`src/pkg/eirq_regs.vh`:
```
`ifndef EIRQ_REGS_VH
`define EIRQ_REGS_VH

// Byte offsets of the register words
`define EIRQ_OFS_SENSE 8'h00
`define EIRQ_OFS_ENABLE 8'h04
`define EIRQ_OFS_EXT_FLAG 8'h08
`define EIRQ_OFS_GRP_ENABLE 8'h0c
`define EIRQ_OFS_GRP_FLAG 8'h10
`define EIRQ_OFS_SEL0 8'h14
`define EIRQ_OFS_SEL1 8'h18
`define EIRQ_OFS_SEL2 8'h1c
`define EIRQ_OFS_SEL3 8'h20
`define EIRQ_OFS_GLOBAL 8'h24
`define EIRQ_OFS_PEND 8'h28
`define EIRQ_OFS_PINS 8'h2c

// Sense selection codes
`define EIRQ_SENSE_LOW 2'h0
`define EIRQ_SENSE_ANY 2'h1
`define EIRQ_SENSE_FALL 2'h2
`define EIRQ_SENSE_RISE 2'h3

// Field positions
`define EIRQ_SENSE_A_LSB 0
`define EIRQ_SENSE_B_LSB 2
`define EIRQ_GLOBAL_BIT 0

// Reset values
`define EIRQ_RST_SENSE 4'h0
`define EIRQ_RST_SELECT 8'h00

// Vector program addresses
`define EIRQ_VEC_RESET 7'h00
`define EIRQ_VEC_LINE_A 7'h01
`define EIRQ_VEC_LINE_B 7'h02
`define EIRQ_VEC_GROUP0 7'h03
`define EIRQ_VEC_WDOG 7'h07
`define EIRQ_VEC_WIDE_CAP 7'h08
`define EIRQ_VEC_NARROW_A 7'h0c
`define EIRQ_VEC_SERIAL 7'h0f
`define EIRQ_VEC_LAST 7'h13
`define EIRQ_NUM_SRC 19

// Timing: pulses must outlast one clock period
`define EIRQ_CLK_PERIOD_NS 8
`define EIRQ_MIN_PULSE_CYC 1

`endif

```
`src/rtl/eirq_ctrl.v`:
```
// Implementation choices: the AXI4-Lite register port and the register offsets.
`timescale 1ns/1ps
`default_nettype none
`include "eirq_regs.vh"
module eirq_ctrl (
	input wire aclk,
	input wire aresetn,
	input wire [31:0] s_axi_awaddr,
	input wire s_axi_awvalid,
	output reg s_axi_awready,
	input wire [31:0] s_axi_wdata,
	input wire [3:0] s_axi_wstrb,
	input wire s_axi_wvalid,
	output reg s_axi_wready,
	output reg [1:0] s_axi_bresp,
	output reg s_axi_bvalid,
	input wire s_axi_bready,
	input wire [31:0] s_axi_araddr,
	input wire s_axi_arvalid,
	output reg s_axi_arready,
	output reg [31:0] s_axi_rdata,
	output reg [1:0] s_axi_rresp,
	output reg s_axi_rvalid,
	input wire s_axi_rready,
	input wire ext_req_line_a,
	input wire ext_req_line_b,
	input wire [27:0] pin_change_inputs,
	input wire [15:0] periph_req,
	input wire vector_taken,
	input wire cpu_reset_entry,
	input wire wake_done,
	output reg irq_req,
	output reg [6:0] irq_vector,
	output reg wake_req
);
	reg [3:0] sense;
	reg [1:0] line_enable;
	reg [3:0] grp_enable;
	reg global_enable;
	reg [7:0] pin_group_zero_select;
	reg [7:0] pin_group_one_select;
	reg [7:0] pin_group_two_select;
	reg [3:0] pin_group_three_select;
	reg [1:0] line_flag;
	reg [1:0] lines_prev;
	reg [27:0] pins_prev;
	reg wr_addr_held;
	reg wr_data_held;
	reg [7:0] wr_addr;
	reg [31:0] wr_data;
	reg wr_addr_far;
	reg wr_strb_lo;
	reg [6:0] next_vector;
	reg next_req;
	reg [31:0] next_rdata;
	reg [1:0] next_rresp;
	wire [1:0] lines_sync;
	wire [27:0] pins_sync;
	wire [3:0] grp_flag;
	wire [1:0] line_level;
	wire [1:0] line_edge;
	wire [1:0] line_pend;
	wire [18:0] pend;
	wire wr_go;
	wire wr_ok;
	wire [1:0] flag_wr_clr;
	wire [3:0] grp_wr_clr;
	wire [3:0] grp_vec_clr;
	integer i;
	integer k;

	// Pins are sampled whatever their output driver does
	eirq_sync #(.WIDTH(2)) u_line_sync (
		.aclk(aclk),
		.aresetn(aresetn),
		.d({ext_req_line_b, ext_req_line_a}),
		.q(lines_sync)
	);
	eirq_sync #(.WIDTH(28)) u_pin_sync (
		.aclk(aclk),
		.aresetn(aresetn),
		.d(pin_change_inputs),
		.q(pins_sync)
	);

	always @(posedge aclk) begin
		if (!aresetn) begin
			lines_prev <= 2'h0;
			pins_prev <= 28'h0;
		end else begin
			lines_prev <= lines_sync;
			pins_prev <= pins_sync;
		end
	end

	// Edge sense from synchronised samples, so needs aclk running
	genvar g;
	generate
		for (g = 0; g < 2; g = g + 1) begin : gen_line
			wire [1:0] mode;
			assign mode = sense[2*g+1:2*g];
			assign line_level[g] = (mode == `EIRQ_SENSE_LOW) && !lines_sync[g];
			assign line_edge[g] = (mode == `EIRQ_SENSE_ANY && (lines_sync[g] ^ lines_prev[g])) ||
				(mode == `EIRQ_SENSE_FALL && !lines_sync[g] && lines_prev[g]) ||
				(mode == `EIRQ_SENSE_RISE && lines_sync[g] && !lines_prev[g]);
		end
	endgenerate

	assign wr_go = wr_addr_held && wr_data_held && !s_axi_bvalid;
	// Strobe taken with the data; far addresses must not alias onto registers
	assign wr_ok = wr_go && wr_strb_lo && !wr_addr_far;
	assign flag_wr_clr = (wr_ok && wr_addr == `EIRQ_OFS_EXT_FLAG) ? wr_data[1:0] : 2'h0;
	assign grp_wr_clr = (wr_ok && wr_addr == `EIRQ_OFS_GRP_FLAG) ? wr_data[3:0] : 4'h0;
	assign grp_vec_clr = {4{vector_taken}} & {
		irq_vector == (`EIRQ_VEC_GROUP0 + 7'h3),
		irq_vector == (`EIRQ_VEC_GROUP0 + 7'h2),
		irq_vector == (`EIRQ_VEC_GROUP0 + 7'h1),
		irq_vector == `EIRQ_VEC_GROUP0};

	always @(posedge aclk) begin
		if (!aresetn) begin
			line_flag <= 2'h0;
		end else begin
			for (i = 0; i < 2; i = i + 1) begin
				if (sense[2*i+1 -: 2] == `EIRQ_SENSE_LOW)
					line_flag[i] <= 1'b0;
				else if (line_edge[i])
					line_flag[i] <= 1'b1;
				else if (flag_wr_clr[i] || (vector_taken && irq_vector == `EIRQ_VEC_LINE_A + i[6:0]))
					line_flag[i] <= 1'b0;
			end
		end
	end

	eirq_group #(.WIDTH(8)) u_grp0 (.aclk(aclk), .aresetn(aresetn), .pins(pins_sync[7:0]),
		.pins_prev(pins_prev[7:0]), .select(pin_group_zero_select),
		.clear(grp_wr_clr[0] | grp_vec_clr[0]), .flag(grp_flag[0]));
	eirq_group #(.WIDTH(8)) u_grp1 (.aclk(aclk), .aresetn(aresetn), .pins(pins_sync[15:8]),
		.pins_prev(pins_prev[15:8]), .select(pin_group_one_select),
		.clear(grp_wr_clr[1] | grp_vec_clr[1]), .flag(grp_flag[1]));
	eirq_group #(.WIDTH(8)) u_grp2 (.aclk(aclk), .aresetn(aresetn), .pins(pins_sync[23:16]),
		.pins_prev(pins_prev[23:16]), .select(pin_group_two_select),
		.clear(grp_wr_clr[2] | grp_vec_clr[2]), .flag(grp_flag[2]));
	eirq_group #(.WIDTH(4)) u_grp3 (.aclk(aclk), .aresetn(aresetn), .pins(pins_sync[27:24]),
		.pins_prev(pins_prev[27:24]), .select(pin_group_three_select),
		.clear(grp_wr_clr[3] | grp_vec_clr[3]), .flag(grp_flag[3]));

	// Level only counts while still present; gone level leaves no pending
	assign line_pend = (line_flag | line_level) & line_enable;
	assign pend = {periph_req[12:0], grp_flag & grp_enable, line_pend} & {19{global_enable}};

	// Fixed priority: lowest index, lowest address
	always @* begin
		next_req = 1'b0;
		next_vector = `EIRQ_VEC_RESET;
		for (k = `EIRQ_NUM_SRC - 1; k >= 0; k = k - 1) begin
			if (pend[k]) begin
				next_req = 1'b1;
				next_vector = k[6:0] + 7'h01;
			end
		end
	end

	always @(posedge aclk) begin
		if (!aresetn || cpu_reset_entry) begin
			irq_req <= 1'b0;
			irq_vector <= `EIRQ_VEC_RESET;
			wake_req <= 1'b0;
		end else begin
			irq_req <= next_req && !vector_taken;
			irq_vector <= next_vector;
			// Raw wake from synchronised levels; would be asynchronous in silicon
			wake_req <= !wake_done && ((|(pins_sync ^ pins_prev) && |grp_enable) ||
				|(line_level & line_enable));
		end
	end

	// AXI4-Lite write channel, address and data in any order
	always @(posedge aclk) begin
		if (!aresetn) begin
			s_axi_awready <= 1'b1;
			s_axi_wready <= 1'b1;
			s_axi_bvalid <= 1'b0;
			s_axi_bresp <= 2'h0;
			wr_addr_held <= 1'b0;
			wr_data_held <= 1'b0;
			wr_addr <= 8'h00;
			wr_data <= 32'h0;
			wr_addr_far <= 1'b0;
			wr_strb_lo <= 1'b0;
		end else begin
			if (s_axi_awvalid && s_axi_awready) begin
				wr_addr <= s_axi_awaddr[7:0];
				wr_addr_far <= |s_axi_awaddr[31:8];
				wr_addr_held <= 1'b1;
				s_axi_awready <= 1'b0;
			end
			if (s_axi_wvalid && s_axi_wready) begin
				wr_data <= s_axi_wdata;
				wr_strb_lo <= s_axi_wstrb[0];
				wr_data_held <= 1'b1;
				s_axi_wready <= 1'b0;
			end
			if (wr_go) begin
				s_axi_bvalid <= 1'b1;
				s_axi_bresp <= (wr_addr_far || wr_addr > `EIRQ_OFS_PINS || wr_addr[1:0] != 2'h0) ? 2'h2 : 2'h0;
				wr_addr_held <= 1'b0;
				wr_data_held <= 1'b0;
			end
			if (s_axi_bvalid && s_axi_bready) begin
				s_axi_bvalid <= 1'b0;
				s_axi_awready <= 1'b1;
				s_axi_wready <= 1'b1;
			end
		end
	end

	always @(posedge aclk) begin
		if (!aresetn) begin
			sense <= `EIRQ_RST_SENSE;
			line_enable <= 2'h0;
			grp_enable <= 4'h0;
			global_enable <= 1'b0;
			pin_group_zero_select <= `EIRQ_RST_SELECT;
			pin_group_one_select <= `EIRQ_RST_SELECT;
			pin_group_two_select <= `EIRQ_RST_SELECT;
			pin_group_three_select <= 4'h0;
		end else if (wr_ok) begin
			case (wr_addr)
			`EIRQ_OFS_SENSE: sense <= wr_data[3:0];
			`EIRQ_OFS_ENABLE: line_enable <= wr_data[1:0];
			`EIRQ_OFS_GRP_ENABLE: grp_enable <= wr_data[3:0];
			`EIRQ_OFS_SEL0: pin_group_zero_select <= wr_data[7:0];
			`EIRQ_OFS_SEL1: pin_group_one_select <= wr_data[7:0];
			`EIRQ_OFS_SEL2: pin_group_two_select <= wr_data[7:0];
			`EIRQ_OFS_SEL3: pin_group_three_select <= wr_data[3:0];
			`EIRQ_OFS_GLOBAL: global_enable <= wr_data[`EIRQ_GLOBAL_BIT];
			default: global_enable <= global_enable;
			endcase
		end
	end

	always @* begin
		next_rresp = 2'h0;
		case (s_axi_araddr[7:0])
		`EIRQ_OFS_SENSE: next_rdata = {28'h0, sense};
		`EIRQ_OFS_ENABLE: next_rdata = {30'h0, line_enable};
		`EIRQ_OFS_EXT_FLAG: next_rdata = {30'h0, line_flag};
		`EIRQ_OFS_GRP_ENABLE: next_rdata = {28'h0, grp_enable};
		`EIRQ_OFS_GRP_FLAG: next_rdata = {28'h0, grp_flag};
		`EIRQ_OFS_SEL0: next_rdata = {24'h0, pin_group_zero_select};
		`EIRQ_OFS_SEL1: next_rdata = {24'h0, pin_group_one_select};
		`EIRQ_OFS_SEL2: next_rdata = {24'h0, pin_group_two_select};
		`EIRQ_OFS_SEL3: next_rdata = {28'h0, pin_group_three_select};
		`EIRQ_OFS_GLOBAL: next_rdata = {31'h0, global_enable};
		`EIRQ_OFS_PEND: next_rdata = {13'h0, pend};
		`EIRQ_OFS_PINS: next_rdata = {2'h0, lines_sync, pins_sync};
		default: begin
			next_rdata = 32'h0;
			next_rresp = 2'h2;
		end
		endcase
		// No aliasing through the upper address bits
		if (s_axi_araddr[31:8] != 24'h0) begin
			next_rdata = 32'h0;
			next_rresp = 2'h2;
		end
	end

	// Read channel: one cycle to answer
	always @(posedge aclk) begin
		if (!aresetn) begin
			s_axi_arready <= 1'b1;
			s_axi_rvalid <= 1'b0;
			s_axi_rdata <= 32'h0;
			s_axi_rresp <= 2'h0;
		end else if (s_axi_arvalid && s_axi_arready) begin
			s_axi_arready <= 1'b0;
			s_axi_rvalid <= 1'b1;
			s_axi_rdata <= next_rdata;
			s_axi_rresp <= next_rresp;
		end else if (s_axi_rvalid && s_axi_rready) begin
			s_axi_rvalid <= 1'b0;
			s_axi_arready <= 1'b1;
		end
	end
endmodule
`default_nettype wire

```
`src/rtl/eirq_sync.v`:
```
`timescale 1ns/1ps
`default_nettype none
module eirq_sync #(
	parameter WIDTH = 1
) (
	input wire aclk,
	input wire aresetn,
	input wire [WIDTH-1:0] d,
	output reg [WIDTH-1:0] q
);
	reg [WIDTH-1:0] meta;
	// First stage feeds only the second
	always @(posedge aclk) begin
		if (!aresetn) begin
			meta <= {WIDTH{1'b0}};
			q <= {WIDTH{1'b0}};
		end else begin
			meta <= d;
			q <= meta;
		end
	end
endmodule
`default_nettype wire

```
`src/rtl/eirq_group.v`:
```
`timescale 1ns/1ps
`default_nettype none
module eirq_group #(
	parameter WIDTH = 8
) (
	input wire aclk,
	input wire aresetn,
	input wire [WIDTH-1:0] pins,
	input wire [WIDTH-1:0] pins_prev,
	input wire [WIDTH-1:0] select,
	input wire clear,
	output reg flag
);
	wire toggled;
	// Any selected pin that changed; unselected pins ignored
	assign toggled = |((pins ^ pins_prev) & select);
	always @(posedge aclk) begin
		if (!aresetn) begin
			flag <= 1'b0;
		end else if (toggled) begin
			// Set beats a same-cycle clear
			flag <= 1'b1;
		end else if (clear) begin
			flag <= 1'b0;
		end
	end
endmodule
`default_nettype wire

```
`config.mk`:
```
export PLATFORM = sky130hd
export DESIGN_NAME = eirq_ctrl
export DESIGN_NICKNAME = d
export VERILOG_FILES = /design/src/rtl/eirq_ctrl.v /design/src/rtl/eirq_sync.v /design/src/rtl/eirq_group.v
export VERILOG_INCLUDE_DIRS = /design/src /design/src/pkg
export SDC_FILE = /design/constraint.sdc
export NUM_CORES = 1
export LEC_CHECK = 0
export ABC_AREA = 1
export BUFFER_PORTS_ARGS = -buffer_cell sky130_fd_sc_hd__buf_2
export CORE_MARGIN = 10
export CORE_UTILIZATION = 48
export DETAILED_ROUTE_END_ITERATION = 10
export PLACE_DENSITY = 0.77
export SKIP_CTS_REPAIR_TIMING = 1
export SLEW_MARGIN = 40
export SYNTH_ARGS = -nofsm -noshare
export SYNTH_HDL_FRONTEND = slang
export SYNTH_SLANG_ARGS = --single-unit
```
`constraint.sdc`:
```
create_clock -name aclk -period 1.7 [get_ports aclk]
set_input_delay 0.255 -clock aclk [delete_from_list [all_inputs] [get_ports aclk]]
set_output_delay 0.255 -clock aclk [all_outputs]
set_load 0.1 [all_outputs]
```
==> results of run 1 <==
## power groups by stage
stage               logic (mW)  registers, mW  clock network [mW]
CTS                      0.836           4.90                3.91
floorplan                0.426           5.07                   0
global placement         0.818           5.00                   0
finish                   0.898           4.91                3.84
global route             0.989           4.92                4.09
detailed placement       0.830           5.01                   0
## state kept, by name (all words and copies together), names as in the netlist, 2 cells and up
register,count
pin_group_two_select,8
line_flag,2
s_axi_rdata,30
pins_prev,28
u_line_sync.meta,2
u_pin_sync.q,28
wr_data,8
wr_addr,8
pin_group_one_select,8
pin_group_three_select,4
grp_enable,4
lines_prev,2
sense,4
pin_group_zero_select,8
u_pin_sync.meta,28
u_line_sync.q,2
line_enable,2
irq_vector,5
## worst max-delay path by stage
stage	slack, ns	startpoint	endpoint	depth (start not counted)
after floorplan	-0.02	s_axi_bvalid$_SDFFE_PP0P_	pin_group_one_select[5]$_SDFFE_PN0P_	7
after global placement	-0.17	s_axi_araddr[21]	s_axi_rdata[19]$_SDFFE_PN0P_	8
after detailed placement	-0.19	s_axi_araddr[21]	s_axi_rdata[19]$_SDFFE_PN0P_	8
after CTS	-0.13	wr_addr_held$_SDFFE_PP0P_	pin_group_one_select[3]$_SDFFE_PN0P_	7
after global routing	-0.08	s_axi_bvalid$_SDFFE_PP0P_	u_grp1.flag$_SDFFE_PN0P_	10
final	0.02	u_pin_sync.q[15]$_SDFF_PN0_	wake_req$_SDFF_PP0_	6
## tightest hold or removal path, cell delays in order
cell	delay, ns
buf_2	0.07
nand2_1	0.04
inv_1	0.04
## final cells by class
cell class / count / area share [%]
inverters: 175 / 6.44
well taps: 220 / 2.70
clock inverters: 14 / 1.34
multi-input cells: 639 / 32.3
clock buffers: 18 / 4.21
repair buffers: 230 / 13.8
flip-flops and latches: 199 / 39.2
## cell usage in the layout (no fill, tap or decap), types with 5 or more instances in the layout
master and n:
nand3_1 39, nand4_1 10, a21oi_1 79, clkbuf_16 17
o221ai_1 6, nor2_1 51, nor2_2 5, nand2_1 235
o21ai_0 71, o21ai_2 10, dfxtp_2 5, nor4_1 20
buf_4 47, o22ai_1 20, buf_12 6, inv_6 6
buf_2 168, o21ai_1 10, dfxtp_1 192, inv_1 171
conb_1 6, nor3_1 9, nor3_4 5, xor2_1 24
dlygate4sd3_1 8
## logic make-up after synthesis
| family | share of synthesized area [%] |
|---|---|
| AOI/OAI and AO/OA | 15.0 |
| xor gates and xnor gates | 3.08 |
| buffers and inverters | 10.7 |
| DFF | 50.1 |
| other | 0.0471 |
| and+or+nand+nor | 21.1 |
## per-layer routing
metal  vias up  share of wire [%]
met2       336                 47
met5         -                  0
met4         0                2.6
met3        48                8.6
met1      3399                 42
li1       3798                  -
==> metrics.md, run 1 <==
| Metric | Value |
|---|---|
| Post-Layout Cell Count | `1495` |
| Area of the multi-input gates | `3300 um2` |
| Global Route met2 Usage | `between 30 and 40%` |
| H-tree levels | `4` |
| # placed instances | `1451` |
| DRC Markers | `0` |
| Post-Syn Area per Cell | `7.58 um2` |
| Fillers | `1430` |
| Total area of sequential cells | `4000 um2` |
| First-pass GRT wire length | `35900 um` |
| R2R setup slack | `0.02 ns` |
| Crit-path cells | `xor2_1 > or4_4 > nor2_1 > nand4_1 > a21oi_2 > nor3_1` |
| Worst reg2reg path depth | `6` |
| CORE AREA | `16400 um2` |
| Max Cap Viol | `0` |
| Slowest cell delay on critical path | `~0.54 ns` |
| Max-slew violation count | `0` |
| Clock Power Share | `39.8%` |
| Vias post-DR | `7581` |
| Critical Path AT | `2.01 ns` |
| Largest net degree at the start of global routing | `77` |
| Dpl cell area | `9370 um2` |
| Pleak | `roughly 5.1 nW` |
| GR Util met3 | `4.31%` |
| Drt first pass iters | `5` |
| #FFs+latches synth | `about 200` |
| Worst r2r src | `u_pin_sync.q[15]$_SDFF_PN0_` |
| Number of synthesized flops with an enable pin | `0` |
| Slew margin rel. | `a little under two thirds` |
| Endpoints failing setup | `0` |
| Power Total | `9.64 mW` |
| Ys flop type | `dfxtp_1` |
| Die Ht | `149 um` |
| Hold path depth | `3` |
| 1st-iter DRT viols | `~700` |
| Final worst-path cycle share | `98.8%` |
| Area delta synth->final | `28.1%` |
| Flop pwr share | `50.9%` |
| Die ar. | `22100 um2` |
| Grt ovf | `0` |
| CTS Root Buffer Type | `clkbuf_16` |
| Placer's final routability congestion estimate | `0.958` |
| RSZ-0062 raised after global routing | `yes` |
| Clock transition at the registers of the reported paths | `about 0.07 ns` |
| DR WL/cell | `approximately 16 um` |
| Row count | `47` |
| Top Family by Delay on Critical Path | `simple AND/OR/NAND/NOR gates` |
| Synth cell types | `37` |
| Initial antenna violation count | `0` |
| Diode count | `0` |
| TritonCTS Sinks | `199` |
| Startpoint types | `flop` |
| CTS tree | `done` |
| WHS | `-0.00711 ns` |
| Setup TNS | `0 ns` |
| Nets | `1418` |
| Pwr Density | `around 950 nW/um2` |
| Detailed-route vias per instance | `5.07` |
| Post-DRT Antenna Nets | `0` |
| Largest area contributor in the netlist | `dfxtp_1` |
| Asr flop ratio synth | `0%` |
| Worst setup EP type | `flop` |
| Mapped Area | `between 7000 and 8000 um2` |
| Top cells by count, synth | `238 x nand2_1, 199 x dfxtp_1, 174 x inv_1, 81 x a21oi_1, 81 x o21ai_0` |
| Top-count cell post-synth | `nand2_1` |
| Top post-synthesis cells by area | `dfxtp_1 50%, nand2_1 11%, inv_1 8.2%, a21oi_1 5.1%, o21ai_0 5.1%` |
| Hold WC Path Type | `in2reg` |
| Vias in the first global route | `6958` |
| Most Used Layer, Global Route | `met2` |
| NetSw | `2.58 mW` |
| Cell-internal power | `7.07 mW` |
| Worst Path Required | `2.03 ns` |
| Final WL | `23200 um` |
| Gr usage total | `20.2%` |
| WP buf/inv | `0` |
| Worst slew pin tran | `0.546 ns` |
| R2r endpoint | `wake_req$_SDFF_PP0_` |
| Number of I/O pins | `206` |
| Fin crit period | `between 1.5 and 2 ns` |
| Sequential-to-total area share from yosys stat | `50.1%` |
| Crit path max fanout | `2` |
| Hold_sp | `pin_change_inputs[9]` |
| Skew final | `0.00752 ns` |
| CTS Buffer Depth | `2` |
| Cells after synthesis | `around 1.1k` |
| Failing checks | `negative hold slack` |
| Detail Placement HPWL | `between 15000 and 20000 um` |
| CTS Buf Count | `17` |
| Sw Ratio | `between 20% and 30%` |
| Initial Util | `48.5%` |
| Share of the synthesized area in the top cell type | `50.1%` |
| Number of port buffers | `169` |
| Met1 usage | `a little over a quarter` |
| Logic pwr share | `9.3%` |
| Ratio of cells with drive above 1 in the final layout | `23.8%` |
| Clk_lat worst skew | `0.44 ns` |
| Die width | `149 um` |
| F_max | `596 MHz` |
| Kind of critical path | `reg2reg` |
| Setup WS post-layout | `0.0209 ns` |
| Place WS | `-0.195 ns` |
| Final core utilization | `62.2%` |
| Hold endpoint | `u_pin_sync.meta[9]$_SDFF_PN0_` |
| Maximum VDD drop | `0.720 mV` |
| Ys Warns | `0` |
| Finished layout cell area | `between 10000 and 15000 um2` |
| Status | `complete, but fails checks` |
| Final hold vios | `11` |
| Worst path slowest cell | `or4_4` |
(Power assumes the default switching activity.)
==> run 2, diff against run 1 <==
--- a/config.mk
+++ b/config.mk
@@ -11,7 +11,7 @@
 export CORE_MARGIN = 10
 export CORE_UTILIZATION = 48
 export DETAILED_ROUTE_END_ITERATION = 10
-export PLACE_DENSITY = 0.77
+export PLACE_DENSITY = 0.76
 export SKIP_CTS_REPAIR_TIMING = 1
 export SLEW_MARGIN = 40
 export SYNTH_ARGS = -nofsm -noshare
==> run 2 against run 1 <==
The run ends with negative hold slack, negative setup slack left. Clock-buffer cell count up 1. Clock power about the same. Cell count did not move.
==> metrics.md, run 2 (synthesis results as in run 1) <==
| Metric | Value |
|---|---|
| Status | `complete, but fails checks` |
| Failing checks | `negative hold slack, negative setup slack` |
| Gr usage total | `19.9% (-0.34 points)` |
| Maximum VDD drop | `0.747 mV (+3.8%)` |
| Final hold vios | `1 (-10)` |
| Setup WS post-layout | `-0.0400 ns (-0.0609 ns)` |
| Pwr Density | `953 nW/um2 (+0.81%)` |
| Most common cell after layout, fill and taps aside | `nand2_1` |
| Fin crit period | `1.74 ns (+0.0609 ns)` |
| Final WL | `22900 um (-1.5%)` |
| Clock transition at the registers of the reported paths | `0.07 ns (about the same)` |
| TritonCTS Sinks | `199 (unchanged)` |
| Slew margin rel. | `62.4% (-1.5 points)` |
| Hold WC Path Type | `in2reg` |
| Pleak | `5.04 nW (-0.41%)` |
| Number of I/O pins | `206 (unchanged)` |
| Detail Placement HPWL | `17400 um (-0.45%)` |
| CTS Buffer Depth | `2 (unchanged)` |
| Grt ovf | `0 (unchanged)` |
| CTS Buf Count | `17 (unchanged)` |
| Worst slew pin tran | `0.568 ns (+0.0223 ns)` |
| Die ar. | `22100 um2 (unchanged)` |
| Crit-path cells | `xor2_1 > or4_4 > nor2_4 > nand4_1 > a21oi_2 > nor3_1` |
| 1st-iter DRT viols | `606 (-13%)` |
| CORE AREA | `16400 um2 (unchanged)` |
| Row count | `47 (unchanged)` |
| RSZ-0062 raised after global routing | `yes` |
| Most frequent cells in the layout | `237 x nand2_1, 192 x dfxtp_1, 172 x inv_1, 168 x buf_2, 80 x a21oi_1` |
| CTS tree | `done` |
| F_max | `575 MHz (-3.5%)` |
| Crit path max fanout | `2 (unchanged)` |
| Die Ht | `149 um (unchanged)` |
| H-tree levels | `4 (unchanged)` |
| Kind of critical path | `reg2reg` |
| Die width | `149 um (unchanged)` |
| Max-slew violation count | `0 (unchanged)` |
| WP buf/inv | `0 (unchanged)` |
| DR WL/cell | `15.3 um (-1.5%)` |
| Skew final | `0.0104 ns (+0.00284 ns)` |
| Power Total | `9.63 mW (-0.19%)` |
| Setup TNS | `-0.0400 ns (-0.0400 ns)` |
| Diode count | `0 (unchanged)` |
| Detailed-route vias per instance | `4.96 (-2.1%)` |
| Area delta synth->final | `26.9%` |
| Clk_lat worst skew | `0.44 ns (about the same)` |
| Ratio of cells with drive above 1 in the final layout | `23.4% (-0.47 points)` |
| Max Cap Viol | `0 (unchanged)` |
| Startpoint types | `flop` |
| Top Family by Delay on Critical Path | `simple AND/OR/NAND/NOR gates` |
| Slowest cell delay on critical path | `0.57 ns (+0.03 ns)` |
| Placer's final routability congestion estimate | `0.947 (-1.1%)` |
| Max reg flops | `30 (unchanged)` |
| Largest net degree at the start of global routing | `112 (+45%)` |
| CTS Root Buffer Type | `clkbuf_16` |
| Post-DRT Antenna Nets | `0 (unchanged)` |
| Critical Path AT | `2.07 ns (+0.06 ns)` |
| DRC Markers | `0 (unchanged)` |
| Worst path slowest cell | `or4_4` |
| Worst Path Required | `2.03 ns (about the same)` |
| WHS | `-0.00212 ns (+0.00499 ns)` |
| Number of port buffers | `169 (unchanged)` |
| First-pass GRT wire length | `35500 um (-1.2%)` |
| Initial antenna violation count | `0 (unchanged)` |
| Vias post-DR | `7422 (-2.1%)` |
| Drt first pass iters | `5 (unchanged)` |
| Largest Register | `s_axi_rdata` |
| Final worst-path cycle share | `102% (+3.6 points)` |
| Vias in the first global route | `6922 (-0.52%)` |
| Worst setup EP type | `flop` |
| Initial Util | `48.5% (unchanged)` |
| Nets | `1418 (unchanged)` |
| Endpoints failing setup | `1 (+1)` |
run 2: changes by cell type in the layout (fill, tap and decap cells not counted), moves of 3 or more:
cell / before / now
buf_12: 6 / 3
nor2_2: 5 / 2
inv_6: 6 / 3
buf_4: 47 / 51
run 2: routing by layer:
metal / routed length [um] / share of wire [%] / global-route usage (%) / up-vias
li1: - / - / - / 3791
met1: 10200 / 44 / 26.3 / 3337
met2: 10700 / 47 / 31.9 / 266
met3: 1650 / 7.2 / 4.43 / 28
met4: 328 / 1.4 / 6.04 / 0
met5: 0 / 0 / 0 / -
run 2: area by class of cell:
cell class,count,area (um2)
fillers,1474,6310
well taps,220,275
multi-input cells,639,3230
flip-flops and latches,199,4000
repair buffers,230,1370
clock inverters,13,114
clock buffers,19,453
inverters,175,657
run 2: path summary, 6_finish.rpt:
path	from	end	slack [ns]	cells after the start
worst max-delay path	u_pin_sync.q[12]$_SDFF_PN0_	wake_req$_SDFF_PP0_	-0.04	6
worst min-delay path	pin_change_inputs[10]	u_pin_sync.meta[10]$_SDFF_PN0_	-0.002	3
worst max register to register	u_pin_sync.q[12]$_SDFF_PN0_	wake_req$_SDFF_PP0_	-0.04	6
worst min register to register	u_pin_sync.meta[12]$_SDFF_PN0_	u_pin_sync.q[12]$_SDFF_PN0_	0.40	2
run 2: report_power, final:
part	switching, mW	internal (mW)	total, mW
Combinational	0.559	0.303	0.863
Clock	1.86	2.00	3.86
Sequential	0.105	4.80	4.91
run 2: tightest hold or removal path: stages:
cell and delay, ns:
buf_2 0.07, nand2_1 0.04, inv_1 0.04
run 2: metrics by stage:
step	std cells	setup WS, ns	utilization [%]	hold WS (ns)	instance area, um2
after global placement	1455	-0.186	57.2	0.393	9390
after detailed placement	1455	-0.240	57.2	0.395	9390
after global routing	1495	-0.0810	61.5	0.00164	10100
final	1495	-0.0400	61.5	-0.00212	10100
after floorplan	1055	-0.0179	-	0.327	8030
after CTS	1487	-0.0759	60.7	-0.0310	9950
==> run 3, diff against run 2 <==
--- a/config.mk
+++ b/config.mk
@@ -6,8 +6,8 @@
 export SDC_FILE = /design/constraint.sdc
 export NUM_CORES = 1
 export LEC_CHECK = 0
-export ABC_AREA = 1
 export BUFFER_PORTS_ARGS = -buffer_cell sky130_fd_sc_hd__buf_2
+export CAP_MARGIN = 20
 export CORE_MARGIN = 10
 export CORE_UTILIZATION = 48
 export DETAILED_ROUTE_END_ITERATION = 10
==> run 3 against run 2 <==
The flow now finishes without violations. Critical path depth is 1 lower. Clock-buffer cell count is 1 lower. First-iteration DRC count is 17% lower. Clock power is 7.8% higher. Sequential cell count stayed put. Setup slack better by 0.10 ns. Combinational power is 2.3% lower. Cell area is 2.9% higher. Maximum frequency is 6.3% higher. Register-to-register slack better by 0.10 ns. Utilization is 0.44 points higher. Synthesized cell count is 18% lower. Critical path type unchanged. Largest power group unchanged. Highest routed layer unchanged.
==> metrics.md, run 3 <==
| Metric | Value |
|---|---|
| Status | `finished, final reports clean` |
| Clk_lat worst skew | `0.45 ns (about the same)` |
| Mapped Area | `8280 um2 (+4.0%)` |
| Pleak | `4.31 nW (-15%)` |
| Post-DRT Antenna Nets | `0 (unchanged)` |
| Number of port buffers | `169 (unchanged)` |
| Number of synthesized flops with an enable pin | `0 (unchanged)` |
| Share of the synthesized area in the top cell type | `48.1% (-1.9 points)` |
| Critical Path AT | `1.96 ns (-0.11 ns)` |
| CTS Buffer Depth | `2 (unchanged)` |
| TritonCTS Sinks | `199 (unchanged)` |
| Drt first pass iters | `7 (+2)` |
| Most common cell after layout, fill and taps aside | `dfxtp_1` |
| Diode count | `0 (unchanged)` |
| #FFs+latches synth | `199 (unchanged)` |
| Nets | `1221 (-14%)` |
| Largest net degree at the start of global routing | `88 (-21%)` |
| Asr flop ratio synth | `0% (unchanged)` |
| Skew final | `0.0164 ns (+0.00608 ns)` |
| Post-synthesis adder-cell area fraction | `0% (unchanged)` |
| Vias in the first global route | `6842 (-1.2%)` |
| # placed instances | `1263 (-13%)` |
| CTS Root Buffer Type | `clkbuf_16` |
| Final core utilization | `62.0% (+0.44 points)` |
| Final WL | `24000 um (+4.7%)` |
| Mux cell area share after synthesis | `4.82% (+4.8 points)` |
| Maximum VDD drop | `0.889 mV (+19%)` |
| Kind of critical path | `reg2reg` |
| H-tree levels | `4 (unchanged)` |
| Worst slew pin tran | `0.517 ns (-0.0512 ns)` |
| 1st-iter DRT viols | `506 (-17%)` |
| CP startpoint | `irq_vector[4]$_SDFF_PP0_` |
| Simple-Gate Fraction of Synth Area | `23.8% (+2.7 points)` |
| Largest area contributor in the netlist | `dfxtp_1` |
| Top cells by count, synth | `199 x dfxtp_1, 98 x and2_1, 91 x nand2_1, 47 x nor2b_1, 39 x clkbuf_1` |
| CORE AREA | `16800 um2 (+2.2%)` |
| Fillers | `1451 (-1.6%)` |
| Detail Placement HPWL | `18300 um (+5.4%)` |
| Detailed-route vias per instance | `5.41 (+8.9%)` |
| Ys Warns | `0 (unchanged)` |
| Synth Area in Compound Gates | `17.0% (+1.9 points)` |
| Die width | `151 um (+1.7%)` |
| Pwr Density | `951 nW/um2 (-0.21%)` |
| Post-Layout Cell Count | `1298 (-13%)` |
| Max Cap Viol | `0 (unchanged)` |
| First-pass GRT wire length | `36600 um (+3.3%)` |
| Top post-synthesis cells by area | `dfxtp_1 48%, and2_1 7.4%, nand2_1 4.1%, mux2i_1 3.9%, nor2b_1 3.6%` |
| Max reg flops | `30 (unchanged)` |
| Endpoints failing setup | `0 (-1)` |
| Crit path max fanout | `3 (+1)` |
| Crit-path cells | `or4b_4 > o21ai_1 > a41oi_1 > o211ai_1 > o21ai_0` |
| Max-slew violation count | `0 (unchanged)` |
| Largest family of logic cells by synthesized area | `simple AND/OR/NAND/NOR gates` |
| F_max | `611 MHz (+6.3%)` |
| Clock transition at the registers of the reported paths | `0.08 ns (about the same)` |
| Placer's final routability congestion estimate | `0.944 (-0.25%)` |
| Hold WC Path Type | `in2reg` |
| Die Ht | `151 um (+1.7%)` |
| Final worst-path cycle share | `96.3% (-6.0 points)` |
| Worst Path Required | `2.03 ns (about the same)` |
| Post-Synth XOR/XNOR Area | `2.96% (-0.12 points)` |
| Slowest cell delay on critical path | `0.58 ns (about the same)` |
| Total area of sequential cells | `4010 um2 (+0.28%)` |
| Most frequent cells in the layout | `189 x dfxtp_1, 168 x buf_2, 97 x and2_1, 91 x nand2_1, 51 x buf_4` |
| Ratio of cells with drive above 1 in the final layout | `28.8% (+5.4 points)` |
| Initial antenna violation count | `0 (unchanged)` |
| CTS tree | `done` |
| Top-count cell post-synth | `dfxtp_1` |
| Fin crit period | `1.64 ns (-0.103 ns)` |
| Area of the multi-input gates | `4100 um2 (+27%)` |
| Post-Syn Area per Cell | `9.57 um2 (+26%)` |
| DRC Markers | `0 (unchanged)` |
| Gr usage total | `20.5% (+0.62 points)` |
| Sequential-to-total area share from yosys stat | `48.1% (-1.9 points)` |
| Synth cell types | `59 (+59%)` |
| CTS Buf Count | `17 (unchanged)` |
| Startpoint types | `flop` |
| Largest Register | `s_axi_rdata` |
| Vias post-DR | `7017 (-5.5%)` |
| Hold_sp | `s_axi_awvalid` |
| Grt ovf | `0 (unchanged)` |
| Number of I/O pins | `206 (unchanged)` |
| Slew margin rel. | `65.8% (+3.4 points)` |
| Die ar. | `22900 um2 (+3.5%)` |
| Final hold vios | `0 (-1)` |
| Worst r2r src | `irq_vector[4]$_SDFF_PP0_` |
| Worst path slowest cell | `or4b_4` |
| Cells after synthesis | `865 (-18%)` |
| Row count | `47 (unchanged)` |
| Area delta synth->final | `25.5%` |
| Ys flop type | `dfxtp_1` |
| DR WL/cell | `18.5 um (+21%)` |
| Worst setup EP type | `flop` |
| Initial Util | `49.4% (+0.87 points)` |
==> run 3: area by class of cell <==
type | count | area share (%)
Clock buffer | 18 | 4.23
Clock inverter | 14 | 1.76
Inverter | 9 | 0.325
Multi-Input combinational cell | 612 | 39.5
Sequential cell | 199 | 38.6
Tap cell | 220 | 2.65
Timing Repair Buffer | 226 | 12.9
==> run 3: per-layer routing <==
metal | global-route usage, % | share of wire, % | vias up
li1 | - | - | 3441
met1 | 26.2 | 43 | 3299
met2 | 33.7 | 48 | 238
met3 | 4.56 | 6.7 | 39
met4 | 6.54 | 2.2 | 0
met5 | 0 | 0 | -
==> run 3: path summary, 6_finish.rpt <==
kind | slack, ns | to | depth (start not counted)
worst max-delay path | 0.06 | line_flag[0]$_SDFFE_PP0P_ | 5
worst max register to register | 0.06 | line_flag[0]$_SDFFE_PP0P_ | 5
worst min register to register | 0.44 | u_pin_sync.q[23]$_SDFF_PN0_ | 1
worst min-delay path | 0.008 | s_axi_awready$_SDFFE_PP1P_ | 2
==> run 3: critical path, delay by kind of cell (launching register included) <==
family | cells | cell delay, ns
and+or+nand+nor | 1 | 0.58
DFF | 1 | 0.35
AOI/OAI and AO/OA | 4 | 0.59
==> run 3: logic make-up after synthesis <==
kind of cell,Yosys count
AO/OA/AOI/OAI,189
XOR/XNOR,28
buffers and inverters,59
AND/OR/NAND/NOR,350
multiplexers,39
flip-flops,199
other,1
==> run 3: stage by stage <==
step	setup slack (ns)	TNS [ns]	power (mW)	cell area (um2)	hold slack [ns]
2_1_floorplan	0.00362	0	5.46	8350	0.327
3_3_place_gp	-0.149	-1.96	5.80	9700	0.413
3_5_place_dp	-0.134	-2.24	5.81	9700	0.418
4_1_cts	-0.0715	-0.142	9.92	10300	-0.0395
5_1_grt	-0.0291	-0.0564	10.2	10400	0.000455
6_report	0.0627	0	9.88	10400	0.00802
==> run 3: where the power goes <==
part           total (mW)  switching [mW]  internal [mW]
combinational       0.843           0.507          0.336
sequential           4.88           0.101           4.78
clock                4.16            2.09           2.07
